[src/agrm_pkg.sv]
`default_nettype none
package agrm_pkg;

  // ****************************************************************
  // Register map of each slave interface
  // ****************************************************************
  localparam logic [2:0] OFS_WORD_FIRST  = 3'h0;
  localparam logic [2:0] OFS_WORD_SECOND = 3'h4;
  localparam int         ADDR_W          = 3;
  localparam int         DATA_W          = 32;
  localparam int         PORT_W          = 16;
  localparam logic [31:0] RESET_VALUE    = 32'h0000_0000;
  localparam logic [1:0]  RESP_OKAY      = 2'h0;
  localparam logic [1:0]  RESP_SLVERR    = 2'h2;

  // One AXI4-Lite slave's outputs travel together.
  typedef struct packed {
    logic        awready;
    logic        wready;
    logic        bvalid;
    logic [1:0]  bresp;
    logic        arready;
    logic        rvalid;
    logic [31:0] rdata;
    logic [1:0]  rresp;
  } agrm_slv_out_t;

endpackage : agrm_pkg
`default_nettype wire

[src/axil_gateway_register_map.sv]
`timescale 1ns/1ps
`default_nettype none
module axil_gateway_register_map
  import agrm_pkg::*;
#(
  parameter int PortWidth = PORT_W
) (
  // Clock, reset and enable
  input  wire logic                 clk,
  input  wire logic                 rst,
  input  wire logic                 ce,
  // Input group slave port, writes and reads
  input  wire logic [ADDR_W-1:0]    inAwaddr,
  input  wire logic                 inAwvalid,
  output logic                      inAwready,
  input  wire logic [DATA_W-1:0]    inWdata,
  input  wire logic [3:0]           inWstrb,
  input  wire logic                 inWvalid,
  output logic                      inWready,
  output logic [1:0]                inBresp,
  output logic                      inBvalid,
  input  wire logic                 inBready,
  input  wire logic [ADDR_W-1:0]    inAraddr,
  input  wire logic                 inArvalid,
  output logic                      inArready,
  output logic [DATA_W-1:0]         inRdata,
  output logic [1:0]                inRresp,
  output logic                      inRvalid,
  input  wire logic                 inRready,
  // Output group slave port, reads only
  input  wire logic [ADDR_W-1:0]    outAwaddr,
  input  wire logic                 outAwvalid,
  output logic                      outAwready,
  input  wire logic [DATA_W-1:0]    outWdata,
  input  wire logic [3:0]           outWstrb,
  input  wire logic                 outWvalid,
  output logic                      outWready,
  output logic [1:0]                outBresp,
  output logic                      outBvalid,
  input  wire logic                 outBready,
  input  wire logic [ADDR_W-1:0]    outAraddr,
  input  wire logic                 outArvalid,
  output logic                      outArready,
  output logic [DATA_W-1:0]         outRdata,
  output logic [1:0]                outRresp,
  output logic                      outRvalid,
  input  wire logic                 outRready,
  // Design side
  output logic [PortWidth-1:0]      inputPortWordFirst,
  output logic [PortWidth-1:0]      inputPortWordSecond,
  input  wire logic [PortWidth-1:0] outputPortWordFirst,
  input  wire logic [PortWidth-1:0] outputPortWordSecond
);

  // ****************************************************************
  // Address decode
  // ****************************************************************

  // Offsets are word aligned, so the low two address bits never matter.
  // Both maps are fixed when the block is built, so a clash cannot reach this decode.
  // first word zero
  function automatic logic [1:0] agrmDecode(input logic [ADDR_W-1:0] a);
    logic [1:0] hit;
    hit = 2'h0;
    if (a[ADDR_W-1:2] == OFS_WORD_FIRST[ADDR_W-1:2]) begin
      hit = 2'h1;
    end else if (a[ADDR_W-1:2] == OFS_WORD_SECOND[ADDR_W-1:2]) begin
      hit = 2'h2;
    end
    return hit;
  endfunction : agrmDecode

  // Only the port's own bits survive, so every read shows zero above them.
  // A port of a full word or wider is not supported, as the fill would vanish.
  // port under word
  function automatic logic [DATA_W-1:0] agrmZext(input logic [PortWidth-1:0] v);
    return {{(DATA_W-PortWidth){1'b0}}, v};
  endfunction : agrmZext

  // ****************************************************************
  // State
  // ****************************************************************
  logic [DATA_W-1:0] inReg0_q, inReg0_d, inReg1_q, inReg1_d;
  logic [DATA_W-1:0] outCap0_q, outCap0_d, outCap1_q, outCap1_d;
  agrm_slv_out_t     inSlv_q, inSlv_d, outSlv_q, outSlv_d;
  logic [PortWidth-1:0] inPort0_q, inPort0_d, inPort1_q, inPort1_d;

  // Register file and both slave handshakes computed together.
  always_comb begin
    logic [1:0] wHit;
    logic [1:0] rHit;
    logic [1:0] oHit;
    wHit      = agrmDecode(inAwaddr);
    rHit      = agrmDecode(inAraddr);
    oHit      = agrmDecode(outAraddr);
    inReg0_d  = inReg0_q;
    inReg1_d  = inReg1_q;
    outCap0_d = outCap0_q;
    outCap1_d = outCap1_q;
    inSlv_d   = inSlv_q;
    outSlv_d  = outSlv_q;
    inPort0_d = inPort0_q;
    inPort1_d = inPort1_q;
    if (rst) begin
      inReg0_d  = RESET_VALUE;
      inReg1_d  = RESET_VALUE;
      outCap0_d = RESET_VALUE;
      outCap1_d = RESET_VALUE;
      inSlv_d   = '0;
      outSlv_d  = '0;
      inPort0_d = '0;
      inPort1_d = '0;
    end else if (ce) begin
      outCap0_d = agrmZext(outputPortWordFirst);
      outCap1_d = agrmZext(outputPortWordSecond);
      inSlv_d.awready = 1'b0;
      inSlv_d.wready  = 1'b0;
      if (inBready && inSlv_q.bvalid) begin
        inSlv_d.bvalid = 1'b0;
      end
      // Address and data are taken together so one accept pulse finishes a write.
      if (inAwvalid && inWvalid && !inSlv_q.bvalid && !inSlv_q.awready) begin
        inSlv_d.awready = 1'b1;
        inSlv_d.wready  = 1'b1;
        inSlv_d.bvalid  = 1'b1;
        inSlv_d.bresp   = (wHit == 2'h0) ? RESP_SLVERR : RESP_OKAY;
        for (int b = 0; b < 4; b++) begin
          if (inWstrb[b] && wHit == 2'h1) begin
            inReg0_d[8*b +: 8] = inWdata[8*b +: 8];
          end
          if (inWstrb[b] && wHit == 2'h2) begin
            inReg1_d[8*b +: 8] = inWdata[8*b +: 8];
          end
        end
      end
      inSlv_d.arready = 1'b0;
      if (inRready && inSlv_q.rvalid) begin
        inSlv_d.rvalid = 1'b0;
      end
      if (inArvalid && !inSlv_q.rvalid && !inSlv_q.arready) begin
        inSlv_d.arready = 1'b1;
        inSlv_d.rvalid  = 1'b1;
        inSlv_d.rresp   = (rHit == 2'h0) ? RESP_SLVERR : RESP_OKAY;
        inSlv_d.rdata   = (rHit == 2'h1) ? agrmZext(inReg0_q[PortWidth-1:0]) :
                          (rHit == 2'h2) ? agrmZext(inReg1_q[PortWidth-1:0]) : RESET_VALUE;
      end
      outSlv_d.awready = 1'b0;
      outSlv_d.wready  = 1'b0;
      if (outBready && outSlv_q.bvalid) begin
        outSlv_d.bvalid = 1'b0;
      end
      if (outAwvalid && outWvalid && !outSlv_q.bvalid && !outSlv_q.awready) begin
        outSlv_d.awready = 1'b1;
        outSlv_d.wready  = 1'b1;
        outSlv_d.bvalid  = 1'b1;
        outSlv_d.bresp   = RESP_SLVERR;
      end
      outSlv_d.arready = 1'b0;
      if (outRready && outSlv_q.rvalid) begin
        outSlv_d.rvalid = 1'b0;
      end
      if (outArvalid && !outSlv_q.rvalid && !outSlv_q.arready) begin
        outSlv_d.arready = 1'b1;
        outSlv_d.rvalid  = 1'b1;
        outSlv_d.rresp   = (oHit == 2'h0) ? RESP_SLVERR : RESP_OKAY;
        outSlv_d.rdata   = (oHit == 2'h1) ? outCap0_q :
                           (oHit == 2'h2) ? outCap1_q : RESET_VALUE;
      end
      inPort0_d = inReg0_d[PortWidth-1:0];
      inPort1_d = inReg1_d[PortWidth-1:0];
    end
  end

  always_ff @(posedge clk) begin
    inReg0_q  <= inReg0_d;
    inReg1_q  <= inReg1_d;
    outCap0_q <= outCap0_d;
    outCap1_q <= outCap1_d;
    inSlv_q   <= inSlv_d;
    outSlv_q  <= outSlv_d;
    inPort0_q <= inPort0_d;
    inPort1_q <= inPort1_d;
  end

  // ****************************************************************
  // Port drive, all straight from flip-flops
  // ****************************************************************
  assign inAwready           = inSlv_q.awready;
  assign inWready            = inSlv_q.wready;
  assign inBvalid            = inSlv_q.bvalid;
  assign inBresp             = inSlv_q.bresp;
  assign inArready           = inSlv_q.arready;
  assign inRvalid            = inSlv_q.rvalid;
  assign inRdata             = inSlv_q.rdata;
  assign inRresp             = inSlv_q.rresp;
  assign outAwready          = outSlv_q.awready;
  assign outWready           = outSlv_q.wready;
  assign outBvalid           = outSlv_q.bvalid;
  assign outBresp            = outSlv_q.bresp;
  assign outArready          = outSlv_q.arready;
  assign outRvalid           = outSlv_q.rvalid;
  assign outRdata            = outSlv_q.rdata;
  assign outRresp            = outSlv_q.rresp;
  assign inputPortWordFirst  = inPort0_q;
  assign inputPortWordSecond = inPort1_q;

  // Write data on the read-only group is accepted and dropped.
  logic unusedOut;
  assign unusedOut = ^{outAwaddr, outWdata, outWstrb};

endmodule : axil_gateway_register_map
`default_nettype wire

[config.mk]
export PLATFORM = sky130hd
export DESIGN_NAME = axil_gateway_register_map
export DESIGN_NICKNAME = d
export VERILOG_FILES = /design/src/agrm_pkg.sv /design/src/axil_gateway_register_map.sv
export SDC_FILE = /design/constraint.sdc
export NUM_CORES = 1
export LEC_CHECK = 0
export BUFFER_PORTS_ARGS = -buffer_cell sky130_fd_sc_hd__buf_2
export CAP_MARGIN = 5
export CORE_UTILIZATION = 48
export DETAILED_ROUTE_END_ITERATION = 10
export PLACE_DENSITY = 0.85
export SLEW_MARGIN = 20
export SYNTH_ARGS = -nofsm -noshare
export SYNTH_HDL_FRONTEND = slang
export SYNTH_SLANG_ARGS = --single-unit
[constraint.sdc]
create_clock -name clk -period 4.05 [get_ports clk]
set_clock_uncertainty 0.15 [all_clocks]
set_input_delay 0.405 -clock clk [delete_from_list [all_inputs] [get_ports clk]]
set_output_delay 0.405 -clock clk [all_outputs]
set_load 0.02 [all_outputs]
==> flow_metrics.env, run 1 <==
export IMPL_min_path_type="primary input to flip-flop"
export IMPL_overflow=0
export IMPL_start_kind="flip-flop"
export IMPL_clkTransAtPathRegs_ns=0.10
export IMPL_tightest_slew_ns=1.06
export IMPL_postSynthAreaPerCell_um2=9.80
export IMPL_vdd_drop_max_v=0.000165
export IMPL_crit_family="simple AND/OR/NAND/NOR gates"
export IMPL_worstHoldStart="outputPortWordFirst[2]"
export IMPL_worst_path_buf_inv=1
export IMPL_power_leakage_nw=2.54
export IMPL_ys_top_cells_by_count="105 x dfxtp_1, 88 x mux2i_1, 69 x nor2_1"
export IMPL_rr_endpoint="outRdata[9]$_SDFFE_PP0P_"
export IMPL_hold_viol=0
export IMPL_drv_slew=0
export IMPL_dieHeight_um=99.3
export IMPL_worstPathRequired_ns=4.15
export IMPL_drc=0
export IMPL_synth_most_common_cell="dfxtp_1"
export IMPL_drt_iter0_drc=51
export IMPL_synth_top_area_share_pct=46.2
export IMPL_netlist_area_mm2=0.00455
export IMPL_grt_pass1_vias=3391
export IMPL_cts_tree="built"
export IMPL_yosysSeqAreaShare_pct=46.2
export IMPL_gp_congestion=0.748
export IMPL_layout_area_overhead_vs_synth_pct=16.7
export IMPL_ys_types=24
export IMPL_viasPerCell=5.05
export IMPL_ys_seq_elements=105
export IMPL_synthArstFlopShare_pct=0
export IMPL_nets=713
export IMPL_cts_resized_gates=0
export IMPL_yosysTopAreaCell="dfxtp_1"
export IMPL_htreeDepth=3
export IMPL_setup_viol=0
export IMPL_grt_pass1_wl_um=15700
export IMPL_hold_depth=3
export IMPL_die_w_um=99.3
export IMPL_yosysWarnings=0
export IMPL_slowest_stage="nor4bb_4"
export IMPL_crit_arrival_ns=2.07
export IMPL_worstPathCellList="nor4bb_4, buf_4, nor2_1, a211oi_1"
export IMPL_ios=243
export IMPL_post_route_period_util_pct=48.5
export IMPL_rsz0062_at_grt="false"
export IMPL_worstRegToRegCells=4
export IMPL_min_to="outCap0_q[2]$_SDFFE_PP0P_"
export IMPL_rows=35
export IMPL_drt_pass1_iterations=4
export IMPL_synth_cells=464
export IMPL_die_area_mm2=0.00986
export IMPL_maxCapViolCount=0
export IMPL_post_cts_buffers=0
export IMPL_critPathCaptureType="flip-flop"
export IMPL_cts_max_path_buffers=2
export IMPL_start_util_pct=49.4
export IMPL_min_period_ns=1.96
export IMPL_wl_per_cell_um=14.1
export IMPL_dr_total_vias=3533
export IMPL_synth_area_leaders="dfxtp_1 46%, mux2i_1 19%, buf_4 6.9%"
export IMPL_root_buffer="clkbuf_8"
export IMPL_cts_buffers=9
export IMPL_drt_total_wl_um=9890
export IMPL_cts_sinks=105
export IMPL_cp_max_fo=21
export IMPL_gr_usage_all_layers_pct=19.7
export IMPL_ys_flop_type="dfxtp_1"
export IMPL_diodes=0
export IMPL_fmax_mhz=509
export IMPL_status="completed"
export IMPL_antenna_found_initial=0
export IMPL_synth_edf_count=0
export IMPL_crit_type="flip-flop to flip-flop"
export IMPL_grt_max_degree=122
export IMPL_relSlewSlack_pct=29.6
export IMPL_core_mm2=0.00920
export IMPL_worst_slack_ns=2.09
export IMPL_io_buffers=140
export IMPL_hold_buffers=0
export IMPL_max_stage_delay_ns=0.70
export IMPL_detail_route_antenna_nets=0
export IMPL_dp_slack_ns=1.83
export IMPL_setup_tns_ns=0
export IMPL_power_density_mw_per_mm2=375
export IMPL_rr_startpoint="outRvalid$_SDFFE_PP0P_"
export IMPL_dp_hpwl_um=7230
export IMPL_insertion_delay_ns=0.35
export IMPL_drive_above_1_share_pct=27.8
export IMPL_ff2ff_setup_slack_ns=2.09
how the worst max path moves through the flow:
stage / startpoint / endpoint / cells after the start
CTS: outRvalid$_SDFFE_PP0P_ / outRdata[9]$_SDFFE_PP0P_ / 4
floorplan: inBvalid$_SDFFE_PP0P_ / inReg1_q[0]$_SDFFE_PP0P_ / 4
global placement: ce / outRdata[13]$_SDFFE_PP0P_ / 5
finish: outRvalid$_SDFFE_PP0P_ / outRdata[9]$_SDFFE_PP0P_ / 4
global route: outRvalid$_SDFFE_PP0P_ / outRdata[15]$_SDFFE_PP0P_ / 4
detailed placement: ce / outRdata[6]$_SDFFE_PP0P_ / 5
final cells by class:
cell class              instances  area, um^2
well taps                     111         139
repair buffers                143         726
inverters                       2        7.51
fillers                       824        3890
clock buffers                  10         128
clock inverters                 6        41.3
multi-input cells             323        2160
flip-flops and latches        105        2100
state kept, by name (all words and copies together) (netlist names):
register    cells
inArready       1
inAwready       1
inBvalid        1
inRdata        16
inReg0_q       16
inReg1_q       16
inRvalid        1
outArready      1
outAwready      1
outBresp        1
outBvalid       1
outCap0_q      16
outCap1_q      16
outRdata       16
outRvalid       1
metal layers:
layer / global-route usage (%) / up-vias / wire (um)
li1: - / 1743 / -
met1: 23.5 / 1643 / 4350
met2: 34.6 / 138 / 4840
met3: 4.99 / 9 / 632
met4: 6.56 / 0 / 70
met5: 0 / - / 0
cells by family after synthesis:
group	count (synthesis)	synth area share, %
flops	105	46.2
buf+inv	74	10.0
mux	88	19.4
compound gates	57	8.04
other cells	1	0.0825
simple gates	139	16.2
power breakdown:
group | switching (mW) | total [mW] | internal [mW] | leakage, nW
Combinational | 0.194 | 0.308 | 0.113 | 1.60
Sequential | 0.0299 | 1.11 | 1.08 | 0.859
Clock | 0.343 | 0.570 | 0.227 | 0.0908
cell usage in the layout, fill, tap and decap left out:
cell | netlist | final
inv_6 | 0 | 2
mux2i_1 | 88 | 88
nand4_4 | 1 | 1
nor2_1 | 69 | 69
buf_2 | 17 | 139
nand4b_1 | 1 | 1
clkinv_2 | 0 | 3
conb_1 | 1 | 39
nor3b_4 | 1 | 1
clkbuf_8 | 0 | 9
nand3_1 | 9 | 9
nor2_8 | 2 | 2
nand2_1 | 8 | 8
a21oi_1 | 17 | 17
nand2b_1 | 40 | 40
inv_1 | 2 | 2
nor2b_1 | 1 | 1
nand4_1 | 3 | 3
a211oi_1 | 32 | 32
or3b_1 | 1 | 1
clkbuf_1 | 9 | 1
buf_4 | 42 | 4
clkinv_4 | 0 | 1
o21ai_1 | 8 | 8
dfxtp_1 | 105 | 105
nor4bb_4 | 0 | 2
and4b_1 | 1 | 1
stage by stage:
stage	cells	instance area (um^2)	hold slack, ns	util, %	power [mW]
6_report	700	5300	0.138	57.7	1.99
5_1_grt	700	5300	0.131	57.7	2.09
4_1_cts	700	5300	0.111	57.7	2.02
3_5_place_dp	684	5130	0.301	55.8	1.45
3_3_place_gp	684	5130	0.281	55.8	1.43
2_1_floorplan	502	4690	0.310	-	1.37
worst reg2reg max path, delay by kind of cell (launching register included):
| family | cells | cell delay [ns] |
|---|---|---|
| and+or+nand+nor | 2 | 0.77 |
| DFF | 1 | 0.36 |
| buffers and inverters | 1 | 0.37 |
| AOI/OAI and AO/OA | 1 | 0.21 |
(Power assumes the default switching activity.)
==> inputs of run 2 (changes only) <==
Settings changed: CORE_UTILIZATION 48 to 41, PLACE_DENSITY 0.85 to 0.77.
Clock period 4.05 ns to 1.75 ns, I/O delays scaled along.
==> flow_metrics.env, run 2 (synthesized netlist as in run 1, its figures left out) <==
export IMPL_hold_viol=0
export IMPL_maxCapViolCount=0
export IMPL_cts_resized_gates=0
export IMPL_max_stage_delay_ns=0.55
export IMPL_cts_sinks=105
export IMPL_hold_slack_ns=0.0892
export IMPL_core_mm2=0.0108
export IMPL_io_buffers=140
export IMPL_cts_buffers=9
export IMPL_dr_total_vias=3835
export IMPL_worstPathRequired_ns=1.91
export IMPL_wl_per_cell_um=14.0
export IMPL_final_cell_mix="139 x buf_2, 105 x dfxtp_1, 88 x mux2i_1"
export IMPL_root_buffer="clkbuf_8"
export IMPL_rsz0062_at_grt="false"
export IMPL_ios=243
export IMPL_multi_input_area_mm2=0.00216
export IMPL_drv_slew=0
export IMPL_nets=781
export IMPL_viasPerCell=4.81
export IMPL_cp_max_fo=8
export IMPL_grt_pass1_wl_um=17600
export IMPL_n_fill_cell=926
export IMPL_gr_usage_all_layers_pct=19.6
export IMPL_min_period_ns=1.61
export IMPL_die_w_um=107
export IMPL_drt_iter0_drc=130
export IMPL_cts_max_path_buffers=2
export IMPL_tightest_slew_ns=0.559
export IMPL_clkTransAtPathRegs_ns=0.10
export IMPL_drive_above_1_share_pct=26.8
export IMPL_rows=38
export IMPL_dieHeight_um=107
export IMPL_overflow=0
export IMPL_detail_route_antenna_nets=0
export IMPL_post_route_period_util_pct=91.8
export IMPL_dp_slack_ns=0.132
export IMPL_crit_type="flip-flop to flip-flop"
export IMPL_status="completed"
export IMPL_slowest_stage="or3b_1"
export IMPL_worstPathCellList="or3b_1, nor2_8, mux2i_1"
export IMPL_diodes=0
export IMPL_relSlewSlack_pct=62.8
export IMPL_dp_hpwl_um=7360
export IMPL_gp_congestion=0.774
export IMPL_start_kind="flip-flop"
export IMPL_power_leakage_nw=2.86
export IMPL_cts_tree="built"
export IMPL_setup_tns_ns=0
export IMPL_worst_slack_ns=0.143
export IMPL_vdd_drop_max_v=0.000636
export IMPL_layout_area_overhead_vs_synth_pct=33.2
export IMPL_die_area_mm2=0.0115
export IMPL_setup_viol=0
export IMPL_min_path_type="primary input to flip-flop"
export IMPL_start_util_pct=41.9
export IMPL_layout_commonest_cell="buf_2"
export IMPL_insertion_delay_ns=0.38
export IMPL_antenna_found_initial=1
export IMPL_seq_area_mm2=0.00210
export IMPL_crit_arrival_ns=1.77
export IMPL_htreeDepth=3
export IMPL_drt_pass1_iterations=4
export IMPL_drc=0
export IMPL_fmax_mhz=622
export IMPL_grt_pass1_vias=3806
export IMPL_critPathCaptureType="flip-flop"
export IMPL_power_density_mw_per_mm2=826
export IMPL_grt_max_degree=58
export IMPL_drt_total_wl_um=11100
run 2: cell types whose count changed in the layout (fill, tap and decap cells not counted), sizes merged:
cell / delta
buf: +11
bufinv: +1
clkbuf: -1
clkinv: -3
dlygate4sd3: +57
inv: +3
run 2: what timing repair did:
item | 4_1_cts | 5_1_grt
buffers inserted | 0 | 0
hold endpoints to repair | 71 | 0
hold buffers | 57 | 0
run 2: final cells by class:
type | count | share of cell area, %
clock inverter | 7 | 1.36
timing repair buffer | 211 | 23.2
multi-input combinational | 323 | 35.7
clock buffer | 9 | 2.05
tap | 140 | 2.89
sequential | 105 | 34.7
inverter | 2 | 0.124
run 2: path summary, 6_finish.rpt:
| check | depth (start not counted) | endpoint | startpoint | slack, ns |
|---|---|---|---|---|
| max | 3 | inReg1_q[10]$_SDFFE_PP0P_ | inBvalid$_SDFFE_PP0P_ | 0.14 |
| min | 2 | inReg0_q[0]$_SDFFE_PP0P_ | rst | 0.09 |
| max reg2reg | 3 | inReg1_q[10]$_SDFFE_PP0P_ | inBvalid$_SDFFE_PP0P_ | 0.14 |
| min reg2reg | 2 | outBresp[1]$_SDFFE_PP0P_ | outBresp[1]$_SDFFE_PP0P_ | 0.31 |
run 2: critical path, delay by kind of cell (launching register included):
| family | cells | cell delay [ns] |
|---|---|---|
| flip-flops | 1 | 0.32 |
| AND/OR/NAND/NOR | 2 | 0.85 |
| multiplexers | 1 | 0.22 |
run 2: metrics by stage:
step | power, mW | std cells | util (%) | instance area [um^2]
2_1_floorplan | 3.18 | 502 | - | 4690
3_3_place_gp | 3.34 | 724 | 48.7 | 5280
3_5_place_dp | 3.37 | 724 | 48.7 | 5280
4_1_cts | 5.05 | 797 | 55.9 | 6050
5_1_grt | 5.24 | 797 | 55.9 | 6050
6_report | 5.00 | 797 | 55.9 | 6050
run 2: power breakdown:
| group | internal (mW) | total (mW) | leakage [nW] | switching, mW |
|---|---|---|---|---|
| Sequential | 2.50 | 2.57 | 0.859 | 0.0672 |
| Clock | 0.690 | 1.58 | 0.106 | 0.890 |
| Combinational | 0.368 | 0.849 | 1.90 | 0.481 |
| Total | 3.56 | 5.00 | 2.86 | 1.44 |
run 2: routing by layer:
layer | global-route usage, % | part of all wire [%] | vias up
met5 | 0 | 0.12 | -
met4 | 8.41 | 1.7 | 2
met3 | 6.42 | 7.0 | 19
li1 | - | - | 1886
met1 | 20.7 | 41 | 1794
met2 | 35.5 | 50 | 134
==> inputs of run 3 (changes only) <==
Settings changed: REMOVE_ABC_BUFFERS set to 1.
==> flow_metrics.env, run 3 (synthesized netlist as in run 1, its figures left out) <==
export IMPL_worst_slack_ns=0.164
export IMPL_setup_tns_ns=0
export IMPL_multi_input_area_mm2=0.00216
export IMPL_antenna_found_initial=0
export IMPL_drt_pass1_iterations=6
export IMPL_vdd_drop_max_v=0.000565
export IMPL_worstPathCellList="nor4bb_4, buf_12, nor2_1, a211oi_1"
export IMPL_cts_tree="built"
export IMPL_fmax_mhz=630
export IMPL_max_stage_delay_ns=0.40
export IMPL_grt_pass1_vias=3790
export IMPL_detail_route_antenna_nets=0
export IMPL_gp_congestion=0.724
export IMPL_worst_path_buf_inv=1
export IMPL_setup_viol=0
export IMPL_post_cts_buffers=0
export IMPL_htreeDepth=3
export IMPL_layout_area_overhead_vs_synth_pct=33.4
export IMPL_drive_above_1_share_pct=26.7
export IMPL_min_period_ns=1.59
export IMPL_grt_max_degree=66
export IMPL_nets=776
export IMPL_status="completed"
export IMPL_maxCapViolCount=0
export IMPL_overflow=0
export IMPL_dp_hpwl_um=7180
export IMPL_drt_iter0_drc=144
export IMPL_wl_per_cell_um=14.0
export IMPL_final_area_mm2=0.00606
export IMPL_core_mm2=0.0108
export IMPL_insertion_delay_ns=0.38
export IMPL_die_w_um=107
export IMPL_dp_slack_ns=0.0496
export IMPL_crit_type="flip-flop to flip-flop"
export IMPL_hold_viol=0
export IMPL_post_route_period_util_pct=90.6
export IMPL_drt_total_wl_um=11100
export IMPL_grt_pass1_wl_um=17900
export IMPL_worstPathRequired_ns=1.87
export IMPL_io_buffers=140
export IMPL_cts_sinks=105
export IMPL_drv_slew=0
export IMPL_slowest_stage="nor4bb_4"
export IMPL_gr_usage_all_layers_pct=19.9
export IMPL_n_fill_cell=952
export IMPL_cts_buffers=9
export IMPL_dieHeight_um=107
export IMPL_die_area_mm2=0.0115
export IMPL_tightest_slew_ns=0.543
export IMPL_clkTransAtPathRegs_ns=0.10
export IMPL_crit_family="simple AND/OR/NAND/NOR gates"
export IMPL_viasPerCell=4.80
export IMPL_min_path_type="primary input to flip-flop"
export IMPL_layout_commonest_cell="buf_2"
export IMPL_start_kind="flip-flop"
export IMPL_power_leakage_nw=2.84
export IMPL_final_cell_mix="139 x buf_2, 105 x dfxtp_1, 88 x mux2i_1"
export IMPL_numPlacedInstances=721
export IMPL_drc=0
export IMPL_start_util_pct=41.9
export IMPL_cts_max_path_buffers=2
export IMPL_crit_arrival_ns=1.71
export IMPL_cp_max_fo=32
export IMPL_dr_total_vias=3805
export IMPL_rsz0062_at_grt="false"
export IMPL_finalNonFillerCells=792
export IMPL_root_buffer="clkbuf_8"
export IMPL_relSlewSlack_pct=63.8
export IMPL_hold_slack_ns=0.0386
export IMPL_rows=38
export IMPL_ios=243
export IMPL_power_density_mw_per_mm2=844
export IMPL_diodes=0
export IMPL_seq_area_mm2=0.00210
export IMPL_place_area_mm2=0.00528
export IMPL_critPathCaptureType="flip-flop"
==> run 3: cell types whose count changed in the layout (fill, tap and decap cells not counted), sizes merged <==
cell	change
clkbuf	+1
inv	-5
buf	-3
bufinv	+1
dlygate4sd3	-2
clkinvlp	+3
==> run 3: through the flow <==
| stage | power, mW | utilization, % |
|---|---|---|
| 6_report | 5.12 | 55.9 |
| 5_1_grt | 5.36 | 55.9 |
| 4_1_cts | 5.15 | 55.9 |
| 3_5_place_dp | 3.37 | 48.7 |
| 3_3_place_gp | 3.34 | 48.7 |
| 2_1_floorplan | 3.04 | - |
==> run 3: per-layer routing <==
layer,part of all wire (%),track usage (%)
met1,41,21.2
met2,50,36.4
met3,6.8,5.75
met4,2.0,8.32
met5,0,0
==> run 3: final timing paths <==
path / slack (ns) / depth (start not counted) / start / endpoint
setup / recovery: 0.16 / 4 / outRvalid$_SDFFE_PP0P_ / outRdata[12]$_SDFFE_PP0P_
hold / removal: 0.04 / 3 / inWvalid / inBvalid$_SDFFE_PP0P_
setup reg to reg: 0.16 / 4 / outRvalid$_SDFFE_PP0P_ / outRdata[12]$_SDFFE_PP0P_
hold reg to reg: 0.30 / 2 / outBresp[1]$_SDFFE_PP0P_ / outBresp[1]$_SDFFE_PP0P_
==> run 3: cell type report <==
cell class / count / area share [%]
multi-input combinational: 323 / 35.7
inverter: 2 / 0.124
clock inverter: 6 / 1.51
sequential: 105 / 34.7
timing repair buffer: 206 / 22.9
tap: 140 / 2.89
clock buffer: 10 / 2.27
==> run 3: what timing repair did <==
action                     in CTS  in global routing
hold endpoints to repair       70                  0
resized for setup               0                  1
hold buffers                   55                  0
setup endpoints to repair       0                  2
==> run 3: worst register-to-register path: stages, from the launching register on <==
cell and delay [ns]:
dfxtp_1 0.36, nor4bb_4 0.40, buf_12 0.23, nor2_1 0.07, a211oi_1 0.27
==> run 3: report_power, final <==
| part | switching (mW) | leakage (nW) | internal (mW) |
|---|---|---|---|
| logic | 0.480 | 1.88 | 0.370 |
| registers | 0.0662 | 0.859 | 2.50 |
| clock network | 0.848 | 0.105 | 0.846 |
| total | 1.39 | 2.84 | 3.72 |
